File: src/shared/ten_meg_cfg.svh
// Offsets, field positions, reset values and timing counts of the test-pattern block
`ifndef TEN_MEG_CFG_SVH
`define TEN_MEG_CFG_SVH
// Register indices; the byte address is four times the index
`define TM_IDX_PHY_CONTROL      8'h19
`define TM_IDX_TEN_MEG_STATUS   8'h1A
`define TM_IDX_PATTERN_EXT      8'h1B
`define TM_IDX_IRQ_STATUS       8'h20
`define TM_IDX_IRQ_MASK         8'h21
// Field positions
`define TM_PHYC_SELFTEST_RUN    5
`define TM_TSC_LONG_TX_GUARD    0
`define TM_TSC_SQE_OFF          1
`define TM_TSC_RSVD_ONE         2
`define TM_PTX_CHOICE_LO        0
`define TM_PTX_GAP_SEL          2
`define TM_PTX_PATTERN_ON       4
`define TM_PTX_CONTINUOUS       5
`define TM_PTX_ERR_LO           8
`define TM_IRQ_ERR_NIBBLE       0
`define TM_IRQ_ERR_SATURATED    1
`define TM_IRQ_SELFTEST_START   2
// Reset values
`define TM_TSC_RESET            16'h0004
`define TM_ERR_MAX              8'hFF
// Timing: clock period in ps, gaps in ns, cycles derived
`define TM_CLK_PERIOD_PS        4000
`define TM_GAP_SHORT_NS         10000
`define TM_GAP_LONG_NS          15000
`define TM_GAP_SHORT_CYC        ((`TM_GAP_SHORT_NS * 1000) / `TM_CLK_PERIOD_PS)
`define TM_GAP_LONG_CYC         ((`TM_GAP_LONG_NS * 1000) / `TM_CLK_PERIOD_PS)
`define TM_SEQ_CYC              100
// AXI responses
`define TM_RESP_OKAY            2'b00
`define TM_RESP_SLVERR          2'b10
`endif

File: src/shared/ten_meg_pkg.sv
// Types of the test-pattern and self-test block
package ten_meg_pkg;
  typedef enum logic [1:0] {
    PAT_DATA_EOP_A = 2'b00,
    PAT_DATA_EOP_B = 2'b01,
    PAT_LINK_PULSE = 2'b10,
    PAT_TONE       = 2'b11
  } pattern_t;
  typedef enum logic [1:0] {
    SEQ_IDLE  = 2'b00,
    SEQ_BURST = 2'b01,
    SEQ_GAP   = 2'b10
  } seq_state_t;
endpackage

File: src/hdl/ten_meg_test_pattern_bist_ctrl.sv
// Test-pattern and packet self-test control with AXI4-Lite registers
// Function
// - Heartbeat disable acts only in half-duplex 10M
// - 100M or full duplex keeps heartbeat off
// - Jabber disable acts only in 10M operation
// - Error counter counts errored nibbles during self-test
// - Restarting self-test clears the error counter
// - Error counter saturates at full count
// - Continuous bit gives unbroken pseudo-random transmission while the self-test run bit is set
// - Pattern enable turns pattern generation on
// - Gap select picks 15 or 10 us
// - Selector picks data A, data B, pulses, tone
//
// Added by the designer: the AXI4-Lite register port.
`timescale 1ns/1ps
`include "ten_meg_cfg.svh"
module ten_meg_test_pattern_bist_ctrl #(
  parameter logic [11:0] SEQ_CYCLES = 12'(`TM_SEQ_CYC)
) (
  input  wire logic                  clk,
  input  wire logic                  arst_n,
  input  wire logic [7:0]            s_axi_awaddr,
  input  wire logic                  s_axi_awvalid,
  output logic                       s_axi_awready,
  input  wire logic [31:0]           s_axi_wdata,
  input  wire logic [3:0]            s_axi_wstrb,
  input  wire logic                  s_axi_wvalid,
  output logic                       s_axi_wready,
  output logic [1:0]                 s_axi_bresp,
  output logic                       s_axi_bvalid,
  input  wire logic                  s_axi_bready,
  input  wire logic [7:0]            s_axi_araddr,
  input  wire logic                  s_axi_arvalid,
  output logic                       s_axi_arready,
  output logic [31:0]                s_axi_rdata,
  output logic [1:0]                 s_axi_rresp,
  output logic                       s_axi_rvalid,
  input  wire logic                  s_axi_rready,
  input  wire logic                  speed_100,
  input  wire logic                  full_duplex,
  input  wire logic                  rx_nibble_err,
  output logic                       sqe_active_q,
  output logic                       long_tx_guard_active_q,
  output logic                       selftest_running_q,
  output logic                       selftest_tx_continuous_q,
  output logic                       pattern_burst_q,
  output ten_meg_pkg::pattern_t      pattern_kind_q,
  output logic                       irq_q
);
  localparam int GAP_SHORT_I = `TM_GAP_SHORT_CYC;
  localparam int GAP_LONG_I  = `TM_GAP_LONG_CYC;
  localparam logic [15:0] TSC_RESET_V = `TM_TSC_RESET;

  // Register state
  logic        run_q;
  logic        run_seen_q;
  logic        sqe_off_q;
  logic        guard_off_q;
  logic        rsvd_one_q;
  logic        continuous_q;
  logic        pattern_on_q;
  logic        gap_sel_q;
  logic [1:0]  choice_q;
  logic [7:0]  err_q;
  logic [2:0]  irq_stat_q;
  logic [2:0]  irq_mask_q;

  // Write channel state
  logic        aw_held_q;
  logic        w_held_q;
  logic [7:0]  aw_addr_q;
  logic [31:0] w_data_q;
  logic [3:0]  w_strb_q;
  logic        do_write;
  logic [7:0]  wr_idx;
  logic [1:0]  wr_lo;
  logic [7:0]  rd_idx;
  logic [1:0]  rd_lo;
  logic        restart;
  logic [2:0]  irq_event;
  logic [2:0]  irq_clear;
  logic [31:0] rd_value;
  ten_meg_pkg::pattern_t seq_kind;
  logic        seq_burst;

  // Check helpers
  logic [12:0] gap_cnt_q;
  logic        gap_long_seen_q;
  logic        tone_seen_q;

  // Byte address to index and word-alignment check
  function automatic logic reg_known(input logic [7:0] idx, input logic [1:0] lo);
    reg_known = (lo == 2'b00) &&
                (idx == `TM_IDX_PHY_CONTROL || idx == `TM_IDX_TEN_MEG_STATUS ||
                 idx == `TM_IDX_PATTERN_EXT || idx == `TM_IDX_IRQ_STATUS ||
                 idx == `TM_IDX_IRQ_MASK);
  endfunction

  assign wr_idx   = {2'b00, aw_addr_q[7:2]};
  assign wr_lo    = aw_addr_q[1:0];
  assign rd_idx   = {2'b00, s_axi_araddr[7:2]};
  assign rd_lo    = s_axi_araddr[1:0];
  assign do_write = aw_held_q && w_held_q && !s_axi_bvalid;

  // Address and data taken in either order
  always_ff @(posedge clk or negedge arst_n) begin
    if (!arst_n) begin
      aw_held_q     <= 1'b0;
      w_held_q      <= 1'b0;
      aw_addr_q     <= 8'h00;
      w_data_q      <= 32'h0000_0000;
      w_strb_q      <= 4'h0;
      s_axi_awready <= 1'b0;
      s_axi_wready  <= 1'b0;
    end else begin
      s_axi_awready <= !aw_held_q && !(s_axi_awvalid && s_axi_awready);
      s_axi_wready  <= !w_held_q && !(s_axi_wvalid && s_axi_wready);
      if (s_axi_awvalid && s_axi_awready) begin
        aw_held_q <= 1'b1;
        aw_addr_q <= s_axi_awaddr;
      end else if (do_write) begin
        aw_held_q <= 1'b0;
      end
      if (s_axi_wvalid && s_axi_wready) begin
        w_held_q <= 1'b1;
        w_data_q <= s_axi_wdata;
        w_strb_q <= s_axi_wstrb;
      end else if (do_write) begin
        w_held_q <= 1'b0;
      end
    end
  end

  // Write response; unmapped addresses answer with an error
  always_ff @(posedge clk or negedge arst_n) begin
    if (!arst_n) begin
      s_axi_bvalid <= 1'b0;
      s_axi_bresp  <= `TM_RESP_OKAY;
    end else if (do_write) begin
      s_axi_bvalid <= 1'b1;
      s_axi_bresp  <= reg_known(wr_idx, wr_lo) ? `TM_RESP_OKAY : `TM_RESP_SLVERR;
    end else if (s_axi_bready) begin
      s_axi_bvalid <= 1'b0;
    end
  end

  // Configuration fields, low byte lane only holds writable bits
  always_ff @(posedge clk or negedge arst_n) begin
    if (!arst_n) begin
      run_q        <= 1'b0;
      sqe_off_q    <= 1'b0;
      guard_off_q  <= 1'b0;
      rsvd_one_q   <= TSC_RESET_V[`TM_TSC_RSVD_ONE];
      continuous_q <= 1'b0;
      pattern_on_q <= 1'b0;
      gap_sel_q    <= 1'b0;
      choice_q     <= 2'b00;
      irq_mask_q   <= 3'b000;
    end else if (do_write && wr_lo == 2'b00 && w_strb_q[0]) begin
      case (wr_idx)
        `TM_IDX_PHY_CONTROL: begin
          run_q <= w_data_q[`TM_PHYC_SELFTEST_RUN];
        end
        `TM_IDX_TEN_MEG_STATUS: begin
          sqe_off_q   <= w_data_q[`TM_TSC_SQE_OFF];
          guard_off_q <= w_data_q[`TM_TSC_LONG_TX_GUARD];
          rsvd_one_q  <= w_data_q[`TM_TSC_RSVD_ONE];
        end
        `TM_IDX_PATTERN_EXT: begin
          continuous_q <= w_data_q[`TM_PTX_CONTINUOUS];
          pattern_on_q <= w_data_q[`TM_PTX_PATTERN_ON];
          gap_sel_q    <= w_data_q[`TM_PTX_GAP_SEL];
          choice_q     <= w_data_q[`TM_PTX_CHOICE_LO +: 2];
        end
        `TM_IDX_IRQ_MASK: begin
          irq_mask_q <= w_data_q[2:0];
        end
        default: begin
          run_q <= run_q;
        end
      endcase
    end
  end

  // Start edge of the self-test run bit
  always_ff @(posedge clk or negedge arst_n) begin
    if (!arst_n) begin
      run_seen_q <= 1'b0;
    end else begin
      run_seen_q <= run_q;
    end
  end
  assign restart = run_q && !run_seen_q;

  // Saturating error counter, cleared on each restart
  always_ff @(posedge clk or negedge arst_n) begin
    if (!arst_n) begin
      err_q <= 8'h00;
    end else if (restart) begin
      err_q <= 8'h00;
    end else if (run_q && rx_nibble_err && err_q != `TM_ERR_MAX) begin
      err_q <= err_q + 8'h01;
    end
  end

  // Sticky interrupt status; a set beats a simultaneous clear
  assign irq_event[`TM_IRQ_ERR_NIBBLE]     = run_q && rx_nibble_err && !restart;
  assign irq_event[`TM_IRQ_ERR_SATURATED]  = run_q && rx_nibble_err && !restart && err_q == 8'hFE;
  assign irq_event[`TM_IRQ_SELFTEST_START] = restart;
  assign irq_clear = (do_write && wr_idx == `TM_IDX_IRQ_STATUS && wr_lo == 2'b00 && w_strb_q[0]) ?
                     w_data_q[2:0] : 3'b000;
  always_ff @(posedge clk or negedge arst_n) begin
    if (!arst_n) begin
      irq_stat_q <= 3'b000;
      irq_q      <= 1'b0;
    end else begin
      irq_stat_q <= (irq_stat_q & ~irq_clear) | irq_event;
      irq_q      <= |(irq_stat_q & irq_mask_q);
    end
  end

  // Read data for a mapped index
  always_comb begin
    rd_value = 32'h0000_0000;
    case (rd_idx)
      `TM_IDX_PHY_CONTROL:    rd_value[`TM_PHYC_SELFTEST_RUN] = run_q;
      `TM_IDX_TEN_MEG_STATUS: rd_value[2:0] = {rsvd_one_q, sqe_off_q, guard_off_q};
      `TM_IDX_PATTERN_EXT:    rd_value[15:0] = {err_q, 2'b00, continuous_q, pattern_on_q,
                                                1'b0, gap_sel_q, choice_q};
      `TM_IDX_IRQ_STATUS:     rd_value[2:0] = irq_stat_q;
      `TM_IDX_IRQ_MASK:       rd_value[2:0] = irq_mask_q;
      default:                rd_value = 32'h0000_0000;
    endcase
  end

  // Read channel, one read under way at a time
  always_ff @(posedge clk or negedge arst_n) begin
    if (!arst_n) begin
      s_axi_arready <= 1'b0;
      s_axi_rvalid  <= 1'b0;
      s_axi_rdata   <= 32'h0000_0000;
      s_axi_rresp   <= `TM_RESP_OKAY;
    end else begin
      s_axi_arready <= !s_axi_rvalid && !(s_axi_arvalid && s_axi_arready);
      if (s_axi_arvalid && s_axi_arready) begin
        s_axi_rvalid <= 1'b1;
        s_axi_rdata  <= reg_known(rd_idx, rd_lo) ? rd_value : 32'h0000_0000;
        s_axi_rresp  <= reg_known(rd_idx, rd_lo) ? `TM_RESP_OKAY : `TM_RESP_SLVERR;
      end else if (s_axi_rready) begin
        s_axi_rvalid <= 1'b0;
      end
    end
  end

  // Line-side function enables
  always_ff @(posedge clk or negedge arst_n) begin
    if (!arst_n) begin
      sqe_active_q             <= 1'b0;
      long_tx_guard_active_q   <= 1'b0;
      selftest_running_q       <= 1'b0;
      selftest_tx_continuous_q <= 1'b0;
    end else begin
      sqe_active_q             <= !speed_100 && !full_duplex && !sqe_off_q;
      long_tx_guard_active_q   <= !speed_100 && !guard_off_q;
      selftest_running_q       <= run_q;
      selftest_tx_continuous_q <= run_q && continuous_q;
    end
  end

  // Pattern burst and gap timing
  pattern_sequencer #(
    .SEQ_CYCLES (SEQ_CYCLES),
    .GAP_SHORT  (12'(`TM_GAP_SHORT_CYC)),
    .GAP_LONG   (12'(`TM_GAP_LONG_CYC))
  ) u_seq (
    .clk     (clk),
    .arst_n  (arst_n),
    .enable  (pattern_on_q),
    .choice  (ten_meg_pkg::pattern_t'(choice_q)),
    .gap_sel (gap_sel_q),
    .burst_q (seq_burst),
    .kind_q  (seq_kind)
  );
  assign pattern_burst_q = seq_burst;
  assign pattern_kind_q  = seq_kind;

  // Gap length and mode history on the outputs, for the gap checks
  always_ff @(posedge clk or negedge arst_n) begin
    if (!arst_n) begin
      gap_cnt_q       <= 13'h0000;
      gap_long_seen_q <= 1'b0;
      tone_seen_q     <= 1'b0;
    end else begin
      gap_cnt_q       <= (!pattern_on_q || pattern_burst_q) ? 13'h0000 : gap_cnt_q + 13'h0001;
      gap_long_seen_q <= pattern_on_q && (gap_long_seen_q || gap_sel_q);
      tone_seen_q     <= pattern_on_q && (tone_seen_q || choice_q == 2'b11);
    end
  end

  // Checks
  AST_SQE_HALF_10M: assert property (@(posedge clk) disable iff (!arst_n)
    arst_n |=> sqe_active_q == ($past(!speed_100 && !full_duplex) && !$past(sqe_off_q)))
    else $error("heartbeat enable wrong in half-duplex 10M");
  AST_SQE_OFF_FAST: assert property (@(posedge clk) disable iff (!arst_n)
    (speed_100 || full_duplex) |=> !sqe_active_q)
    else $error("heartbeat active at 100M or full duplex");
  AST_GUARD: assert property (@(posedge clk) disable iff (!arst_n)
    (arst_n && !speed_100 && !guard_off_q) ##1 !guard_off_q |-> long_tx_guard_active_q)
    else $error("jabber guard not active");
  AST_ERR_COUNT: assert property (@(posedge clk) disable iff (!arst_n)
    (run_q && !restart && rx_nibble_err && err_q < 8'hFF) |=> err_q == $past(err_q) + 8'h01)
    else $error("error counter missed a nibble");
  AST_ERR_STILL: assert property (@(posedge clk) disable iff (!arst_n)
    (!rx_nibble_err && !restart) |=> $stable(err_q))
    else $error("error counter moved without error");
  AST_ERR_CLEAR: assert property (@(posedge clk) disable iff (!arst_n)
    restart |=> err_q == 8'h00)
    else $error("error counter not cleared on restart");
  AST_ERR_SAT: assert property (@(posedge clk) disable iff (!arst_n)
    (err_q == 8'hFF && !restart) |=> err_q == 8'hFF)
    else $error("error counter wrapped");
  AST_CONT: assert property (@(posedge clk) disable iff (!arst_n)
    (run_q && continuous_q)[*2] |-> selftest_tx_continuous_q)
    else $error("continuous transmission not held");
  AST_PAT_OFF: assert property (@(posedge clk) disable iff (!arst_n)
    !pattern_on_q [*2] |-> !pattern_burst_q && pattern_kind_q == ten_meg_pkg::PAT_DATA_EOP_A)
    else $error("pattern output while disabled");
  AST_GAP_SHORT: assert property (@(posedge clk) disable iff (!arst_n)
    (pattern_on_q && !pattern_burst_q && !gap_sel_q && !gap_long_seen_q) |-> gap_cnt_q < GAP_SHORT_I)
    else $error("short gap overrun");
  AST_GAP_END: assert property (@(posedge clk) disable iff (!arst_n)
    (pattern_on_q && !pattern_burst_q) |-> gap_cnt_q < GAP_LONG_I)
    else $error("gap longer than selected");
  AST_GAP_LEN: assert property (@(posedge clk) disable iff (!arst_n)
    (pattern_on_q && !tone_seen_q && $rose(pattern_burst_q) && gap_cnt_q > 13'h0002) |->
    (gap_cnt_q == GAP_SHORT_I || gap_cnt_q == GAP_LONG_I))
    else $error("gap length neither short nor long");
  AST_TONE: assert property (@(posedge clk) disable iff (!arst_n)
    (pattern_on_q && choice_q == 2'b11)[*4] |-> pattern_burst_q && pattern_kind_q == ten_meg_pkg::PAT_TONE)
    else $error("tone not continuous");
  AST_PAT_KIND: assert property (@(posedge clk) disable iff (!arst_n)
    pattern_on_q |=> pattern_kind_q == $past(choice_q))
    else $error("pattern kind does not follow selector");
  AST_PAT_START: assert property (@(posedge clk) disable iff (!arst_n)
    $rose(pattern_on_q) ##1 pattern_on_q |-> ##1 pattern_burst_q)
    else $error("pattern did not start after enable");
  AST_SQE_OFF_BIT: assert property (@(posedge clk) disable iff (!arst_n)
    sqe_off_q |=> !sqe_active_q)
    else $error("heartbeat active while disabled");
  AST_GUARD_OFF: assert property (@(posedge clk) disable iff (!arst_n)
    guard_off_q |=> !long_tx_guard_active_q)
    else $error("jabber guard active while disabled");
  AST_ERR_IDLE: assert property (@(posedge clk) disable iff (!arst_n)
    !run_q |=> $stable(err_q))
    else $error("error counter moved outside self-test");
  AST_CONT_OFF: assert property (@(posedge clk) disable iff (!arst_n)
    !run_q |=> !selftest_tx_continuous_q)
    else $error("continuous transmission without self-test");
endmodule

File: src/hdl/pattern_sequencer.sv
// Burst and gap sequencer for the 10 Mb/s test patterns
`timescale 1ns/1ps
`include "ten_meg_cfg.svh"
module pattern_sequencer #(
  parameter logic [11:0] SEQ_CYCLES = 12'(`TM_SEQ_CYC),
  parameter logic [11:0] GAP_SHORT  = 12'(`TM_GAP_SHORT_CYC),
  parameter logic [11:0] GAP_LONG   = 12'(`TM_GAP_LONG_CYC)
) (
  input  wire logic                  clk,
  input  wire logic                  arst_n,
  input  wire logic                  enable,
  input  wire ten_meg_pkg::pattern_t choice,
  input  wire logic                  gap_sel,
  output logic                       burst_q,
  output ten_meg_pkg::pattern_t      kind_q
);
  ten_meg_pkg::seq_state_t state_q;
  logic [11:0]             count_q;

  // Burst then gap; the tone runs without gaps
  always_ff @(posedge clk or negedge arst_n) begin
    if (!arst_n) begin
      state_q <= ten_meg_pkg::SEQ_IDLE;
      count_q <= 12'h000;
    end else if (!enable) begin
      state_q <= ten_meg_pkg::SEQ_IDLE;
      count_q <= 12'h000;
    end else begin
      case (state_q)
        ten_meg_pkg::SEQ_IDLE: begin
          state_q <= ten_meg_pkg::SEQ_BURST;
          count_q <= SEQ_CYCLES - 12'h001;
        end
        ten_meg_pkg::SEQ_BURST: begin
          if (choice == ten_meg_pkg::PAT_TONE) begin
            count_q <= SEQ_CYCLES - 12'h001;
          end else if (count_q == 12'h000) begin
            state_q <= ten_meg_pkg::SEQ_GAP;
            count_q <= (gap_sel ? GAP_LONG : GAP_SHORT) - 12'h001;
          end else begin
            count_q <= count_q - 12'h001;
          end
        end
        ten_meg_pkg::SEQ_GAP: begin
          if (count_q == 12'h000 || choice == ten_meg_pkg::PAT_TONE) begin
            state_q <= ten_meg_pkg::SEQ_BURST;
            count_q <= SEQ_CYCLES - 12'h001;
          end else begin
            count_q <= count_q - 12'h001;
          end
        end
        default: begin
          state_q <= ten_meg_pkg::SEQ_IDLE;
          count_q <= 12'h000;
        end
      endcase
    end
  end

  // Registered pattern outputs
  always_ff @(posedge clk or negedge arst_n) begin
    if (!arst_n) begin
      burst_q <= 1'b0;
      kind_q  <= ten_meg_pkg::PAT_DATA_EOP_A;
    end else begin
      burst_q <= enable && (state_q == ten_meg_pkg::SEQ_BURST);
      kind_q  <= enable ? choice : ten_meg_pkg::PAT_DATA_EOP_A;
    end
  end
endmodule

File: config.mk
export PLATFORM = sky130hd
export DESIGN_NAME = ten_meg_test_pattern_bist_ctrl
export DESIGN_NICKNAME = d
export VERILOG_FILES = /design/src/shared/ten_meg_pkg.sv /design/src/hdl/ten_meg_test_pattern_bist_ctrl.sv /design/src/hdl/pattern_sequencer.sv
export VERILOG_INCLUDE_DIRS = /design/src /design/src/shared
export SDC_FILE = /design/constraint.sdc
export NUM_CORES = 1
export LEC_CHECK = 0
export ABC_AREA = 0
export ABC_CLOCK_PERIOD_IN_PS = 2700
export BUFFER_PORTS_ARGS = -buffer_cell sky130_fd_sc_hd__buf_2
export CAP_MARGIN = 20
export CORE_ASPECT_RATIO = 1.4
export CORE_MARGIN = 5
export CORE_UTILIZATION = 35
export CTS_CLUSTER_SIZE = 12
export DETAILED_ROUTE_END_ITERATION = 10
export PLACE_DENSITY_LB_ADDON = 0.12
export REMOVE_ABC_BUFFERS = 1
export SLEW_MARGIN = 40
export SYNTH_ARGS = -nofsm -noshare
export SYNTH_HDL_FRONTEND = slang
export SYNTH_SLANG_ARGS = --single-unit
File: constraint.sdc
create_clock -name clk -period 2.7 [get_ports clk]
set_clock_uncertainty 0.15 [all_clocks]
set_input_delay 0.405 -clock clk [delete_from_list [all_inputs] [get_ports clk]]
set_output_delay 0.405 -clock clk [all_outputs]
set_load 0.02 [all_outputs]
==> flow_results.org <==
** Run status
- Outcome :: completed

** Detailed routing
- Dividing the detail-routed wire length by the instance count gives 15.5 microns.
- In this run the remaining antenna-violating nets after routing total 0.
- Before antenna repair, the detailed router went through 4 iterations.
- The detailed router finished its first iteration with 86 violations.
- Via count :: 2693
- Via density per instance :: 4.91
- Detailed-route DRC error count :: 0
- After detailed routing, the total wire length is 8480 microns.

** Power and ir drop
- The analysis attributes to cell leakage a power of 0.00222 uW.
- Worst voltage drop across the vdd grid :: 0.466 mV
- Of the total power, combinational logic draws 0.191.
- Cell-internal power :: 2580 uW
- Power Density :: 795 nW/um^2
- Of the total power, registers draw 0.448.
- Share of total power in the clock network :: 0.362
- Of the total power, the share spent switching nets is 0.293.
- For this design the total switching power over the nets is 1070 uW.

** Layout
- FILL cells :: 1086
- Of the cells placed in the final design, the portion with a size suffix greater than 1 is 0.280.
- Synth-to-layout area growth :: 19.3%
- Most used cells in the layout excluding fill and tap cells :: dfrtp_1 (80), buf_2 (58), mux2_2 (27)
- The finished layout holds 548 standard cells, fillers aside.
- Cell area after layout :: 4590 sq um
- Antenna diode count :: 0
- After the last flow step, the layout net total stands at 468.
- Leaving out fill and tap cells, the most frequent cell in the layout is dfrtp_1.

** GRT
- Via count of the first global-routing pass :: 2828
- Global-route congestion overflow total :: 0
- Number of antenna violations at the first check in global routing :: 0
- Pin count of the biggest net entering global routing :: 45
- GRT Resource Usage Total :: 0.134
- First-pass GRT wire length :: 14100 microns

** Floorplan
- In this run the standard cell core region covers 10800 sq um.
- The floorplan step defined a die boundary enclosing 13200 sq um.
- Number of I/O pins :: 111
- Starting utilization of the core area :: 0.356
- Die H :: 134 microns
- Measured along the x axis, the die boundary spans 98.6 microns.
- Row cnt :: 45

** CTS
- In this run the clock root is driven by a clkbuf_16.
- The H-tree was split into 3 levels.
- CTS clk-pin slew, worst paths :: 0.06 ns
- Total of cells resized after clock tree synthesis :: 0
- Counting the buffers created by CTS gives 9.
- TritonCTS built the clock tree.
- Clock tree synthesis found a total of 81 sinks.
- The later pin in the worst-skew pair is clocked with a latency of 0.33 ns.
- The longest clock path from root to sink contains 2 buffers.

** Critical path
- Required time of the critical path :: 2.74 ns
- Traced cell by cell, the critical path runs through inv_1 > ha_1 > nor4b_2 > nand4_1 > o21ai_0 > a21oi_1.
- Count of cells along the worst register-to-register path :: 6
- The critical path is of the flip-flop to flip-flop type.
- Peak fanout along the critical path :: 5
- Worst reg2reg path endpoint :: u_seq.count_q[1]
- Worst path buffer plus inverter count :: 1
- Critical-path top delay cell :: o21ai_0
- Kind of end point of the critical path :: flip-flop
- Critical register-to-register path startpoint :: u_seq.count_q[0]
- The worst setup path is launched from a flip-flop.
- Endpoint arrival time on the critical path :: 2.20 ns
- In this run the register-to-register setup slack is 0.54 ns.
- Peak per-stage delay on the critical path :: 0.45 ns
- Top delay family on crit path :: simple AND/OR/NAND/NOR gates

** Synthesis
- For this run, the register share of the synthesized area comes to 0.527.
- Synthesis instantiated 56 different standard cells from the library.
- In the synthesized netlist the dominant register cell turns out to be dfrtp_1.
- Share of synthesized flip-flops with an asynchronous set or reset :: 1.00
- Post-synth EDFFs :: 0
- Syn avg cell area :: 11.5 sq um
- Synth Instances :: 335
- Yosys warnings :: 0
- In this run, synthesis produced a sequential element count of 81.
- Mapped Area :: 3850 sq um

** Hold path
- Worst min-delay path category :: input pin to flip-flop
- Hold path startpoint :: full_duplex
- End point of the most critical hold path :: sqe_active_q
- The worst hold path passes through 2 cells.

** STA
- Final Cycle Share :: 0.800
- Setup violations remaining at the end of the flow were counted as 0.
- The number of max-slew violations in the final report was 0.
- Static timing analysis puts the maximum clock frequency at 463 MHz.
- Across all hold checks on the routed design, the worst slack comes to 0.0653 ns.
- In the final timing run, aggregate negative setup slack is 0 ns.
- Final critical-path required period :: 2.16 ns
- The number of endpoints with negative hold slack in the final report was 0.
- Setup repair after global routing left no endpoint under its margin.
- Transition at the pin with the smallest max-transition slack :: 0.629 ns
- Max_slew headroom :: 0.577

** Placed design
- Port Buf Inserts :: 59
- Area after detailed placement :: 4260 sq um
- Once detailed placement completed, the half-perimeter wirelength came to 6430 microns.
- At the end of routability-driven placement, the weighted congestion stood at 0.833.
- Cell Count Post-Placement :: 531

** Job
- Max cap viols :: 0
synthesized netlist by cell type, types with 2 or more instances:
| master | instances | area (sq um) |
|---|---|---|
| a21boi_0 | 2 | 15.0 |
| a21oi_1 | 11 | 55.1 |
| a22o_1 | 12 | 105 |
| a311oi_1 | 2 | 17.5 |
| a31oi_1 | 2 | 12.5 |
| a32o_1 | 3 | 30.0 |
| and2_1 | 8 | 50.1 |
| and3_1 | 5 | 31.3 |
| and3b_1 | 2 | 17.5 |
| buf_4 | 21 | 158 |
| clkbuf_1 | 7 | 26.3 |
| dfrtp_1 | 80 | 2000 |
| ha_1 | 4 | 50.1 |
| inv_1 | 9 | 33.8 |
| mux2_2 | 27 | 304 |
| mux2i_1 | 9 | 90.1 |
| nand2_1 | 19 | 71.3 |
| nand3_1 | 9 | 45.0 |
| nand4_1 | 6 | 37.5 |
| nand4b_1 | 2 | 17.5 |
| nor2_1 | 16 | 60.1 |
| nor2b_1 | 5 | 31.3 |
| nor3_1 | 7 | 35.0 |
| nor3b_1 | 2 | 15.0 |
| nor4_1 | 2 | 12.5 |
| nor4_4 | 2 | 42.5 |
| o211ai_1 | 2 | 15.0 |
| o21a_1 | 2 | 15.0 |
| o21ai_0 | 14 | 70.1 |
| o22ai_1 | 5 | 31.3 |
| or3_1 | 2 | 12.5 |
| or4_4 | 2 | 22.5 |
| xnor2_1 | 8 | 70.1 |
| xor2_1 | 4 | 35.0 |
metrics by stage:
| step | total power (uW) | util | setup slack, ns |
|---|---|---|---|
| 6_report | 3650 | 0.424 | 0.540 |
| 2_1_floorplan | 2100 | - | 0.918 |
| 3_3_place_gp | 2340 | 0.394 | 0.618 |
| 5_1_grt | 3870 | 0.424 | 0.344 |
| 4_1_cts | 3700 | 0.424 | 0.569 |
| 3_5_place_dp | 2360 | 0.394 | 0.586 |
sequential cells by signal, indices dropped and copies added, names as in the netlist, 2 cells and up:
name and cells:
u_seq.kind_q 2, aw_addr_q 8, err_q 8, choice_q 2, u_seq.count_q 12, irq_stat_q 3, irq_mask_q 3, u_seq.state_q 2
s_axi_rdata 13, w_data_q 5
power groups by stage:
stage	logic, uW	clock network, uW	registers (uW)
3_5_place_dp	705	0	1660
4_1_cts	707	1350	1640
2_1_floorplan	454	0	1650
3_3_place_gp	691	0	1650
6_report	695	1320	1630
5_1_grt	785	1410	1670
worst register-to-register path: cells and delay by family, from the launching register on:
| kind | cells | cell delay, ns |
|---|---|---|
| DFF | 1 | 0.41 |
| and+or+nand+nor | 2 | 0.69 |
| adders and majority gates | 1 | 0.14 |
| buffers and inverters | 1 | 0.10 |
| AOI/OAI and AO/OA | 2 | 0.54 |
how the worst max path moves through the flow:
| stage | cells past startpoint | to | slack, ns | startpoint |
|---|---|---|---|---|
| floorplan | 6 | u_seq.count_q[6] | 0.92 | u_seq.count_q[0] |
| global placement | 6 | u_seq.count_q[1] | 0.62 | u_seq.count_q[0] |
| detailed placement | 6 | u_seq.count_q[1] | 0.59 | u_seq.count_q[0] |
| CTS | 6 | u_seq.count_q[1] | 0.57 | u_seq.count_q[0] |
| global route | 6 | u_seq.count_q[5] | 0.34 | u_seq.count_q[0] |
| finish | 6 | u_seq.count_q[1] | 0.54 | u_seq.count_q[0] |
per-layer routing:
layer / track usage / wire length (microns) / share of wire
met1: 0.158 / 3490 / 0.41
met2: 0.239 / 4590 / 0.54
met3: 0.0312 / 263 / 0.031
met4: 0.0440 / 138 / 0.016
met5: 0 / 0 / 0
what timing repair did:
action	in CTS	in global routing
endpoints found under the hold margin	41	0
setup buffers	0	0
hold buffers	1	0
kinds of logic (layout without fill, tap and decap cells):
group,after synthesis,count (layout),share of synthesized area
AND/OR/NAND/NOR,100,100,0.158
flip-flops,81,81,0.527
AO/OA/AOI/OAI,64,64,0.114
buffers and inverters,37,89,0.0566
multiplexers,36,36,0.102
XOR/XNOR,12,12,0.0273
adder cells (fa/ha/maj),4,4,0.0130
other,1,21,0.000975
cell type report:
type / instances / area, sq um / area share
well taps: 141 / 176 / 0.0385
flip-flops and latches: 81 / 2030 / 0.442
inverters: 9 / 33.8 / 0.00736
multi-input cells: 237 / 1680 / 0.365
clock buffers: 12 / 246 / 0.0537
clock inverters: 4 / 76.3 / 0.0166
repair buffers: 64 / 350 / 0.0764
Power figures use the tool's default switching activity.
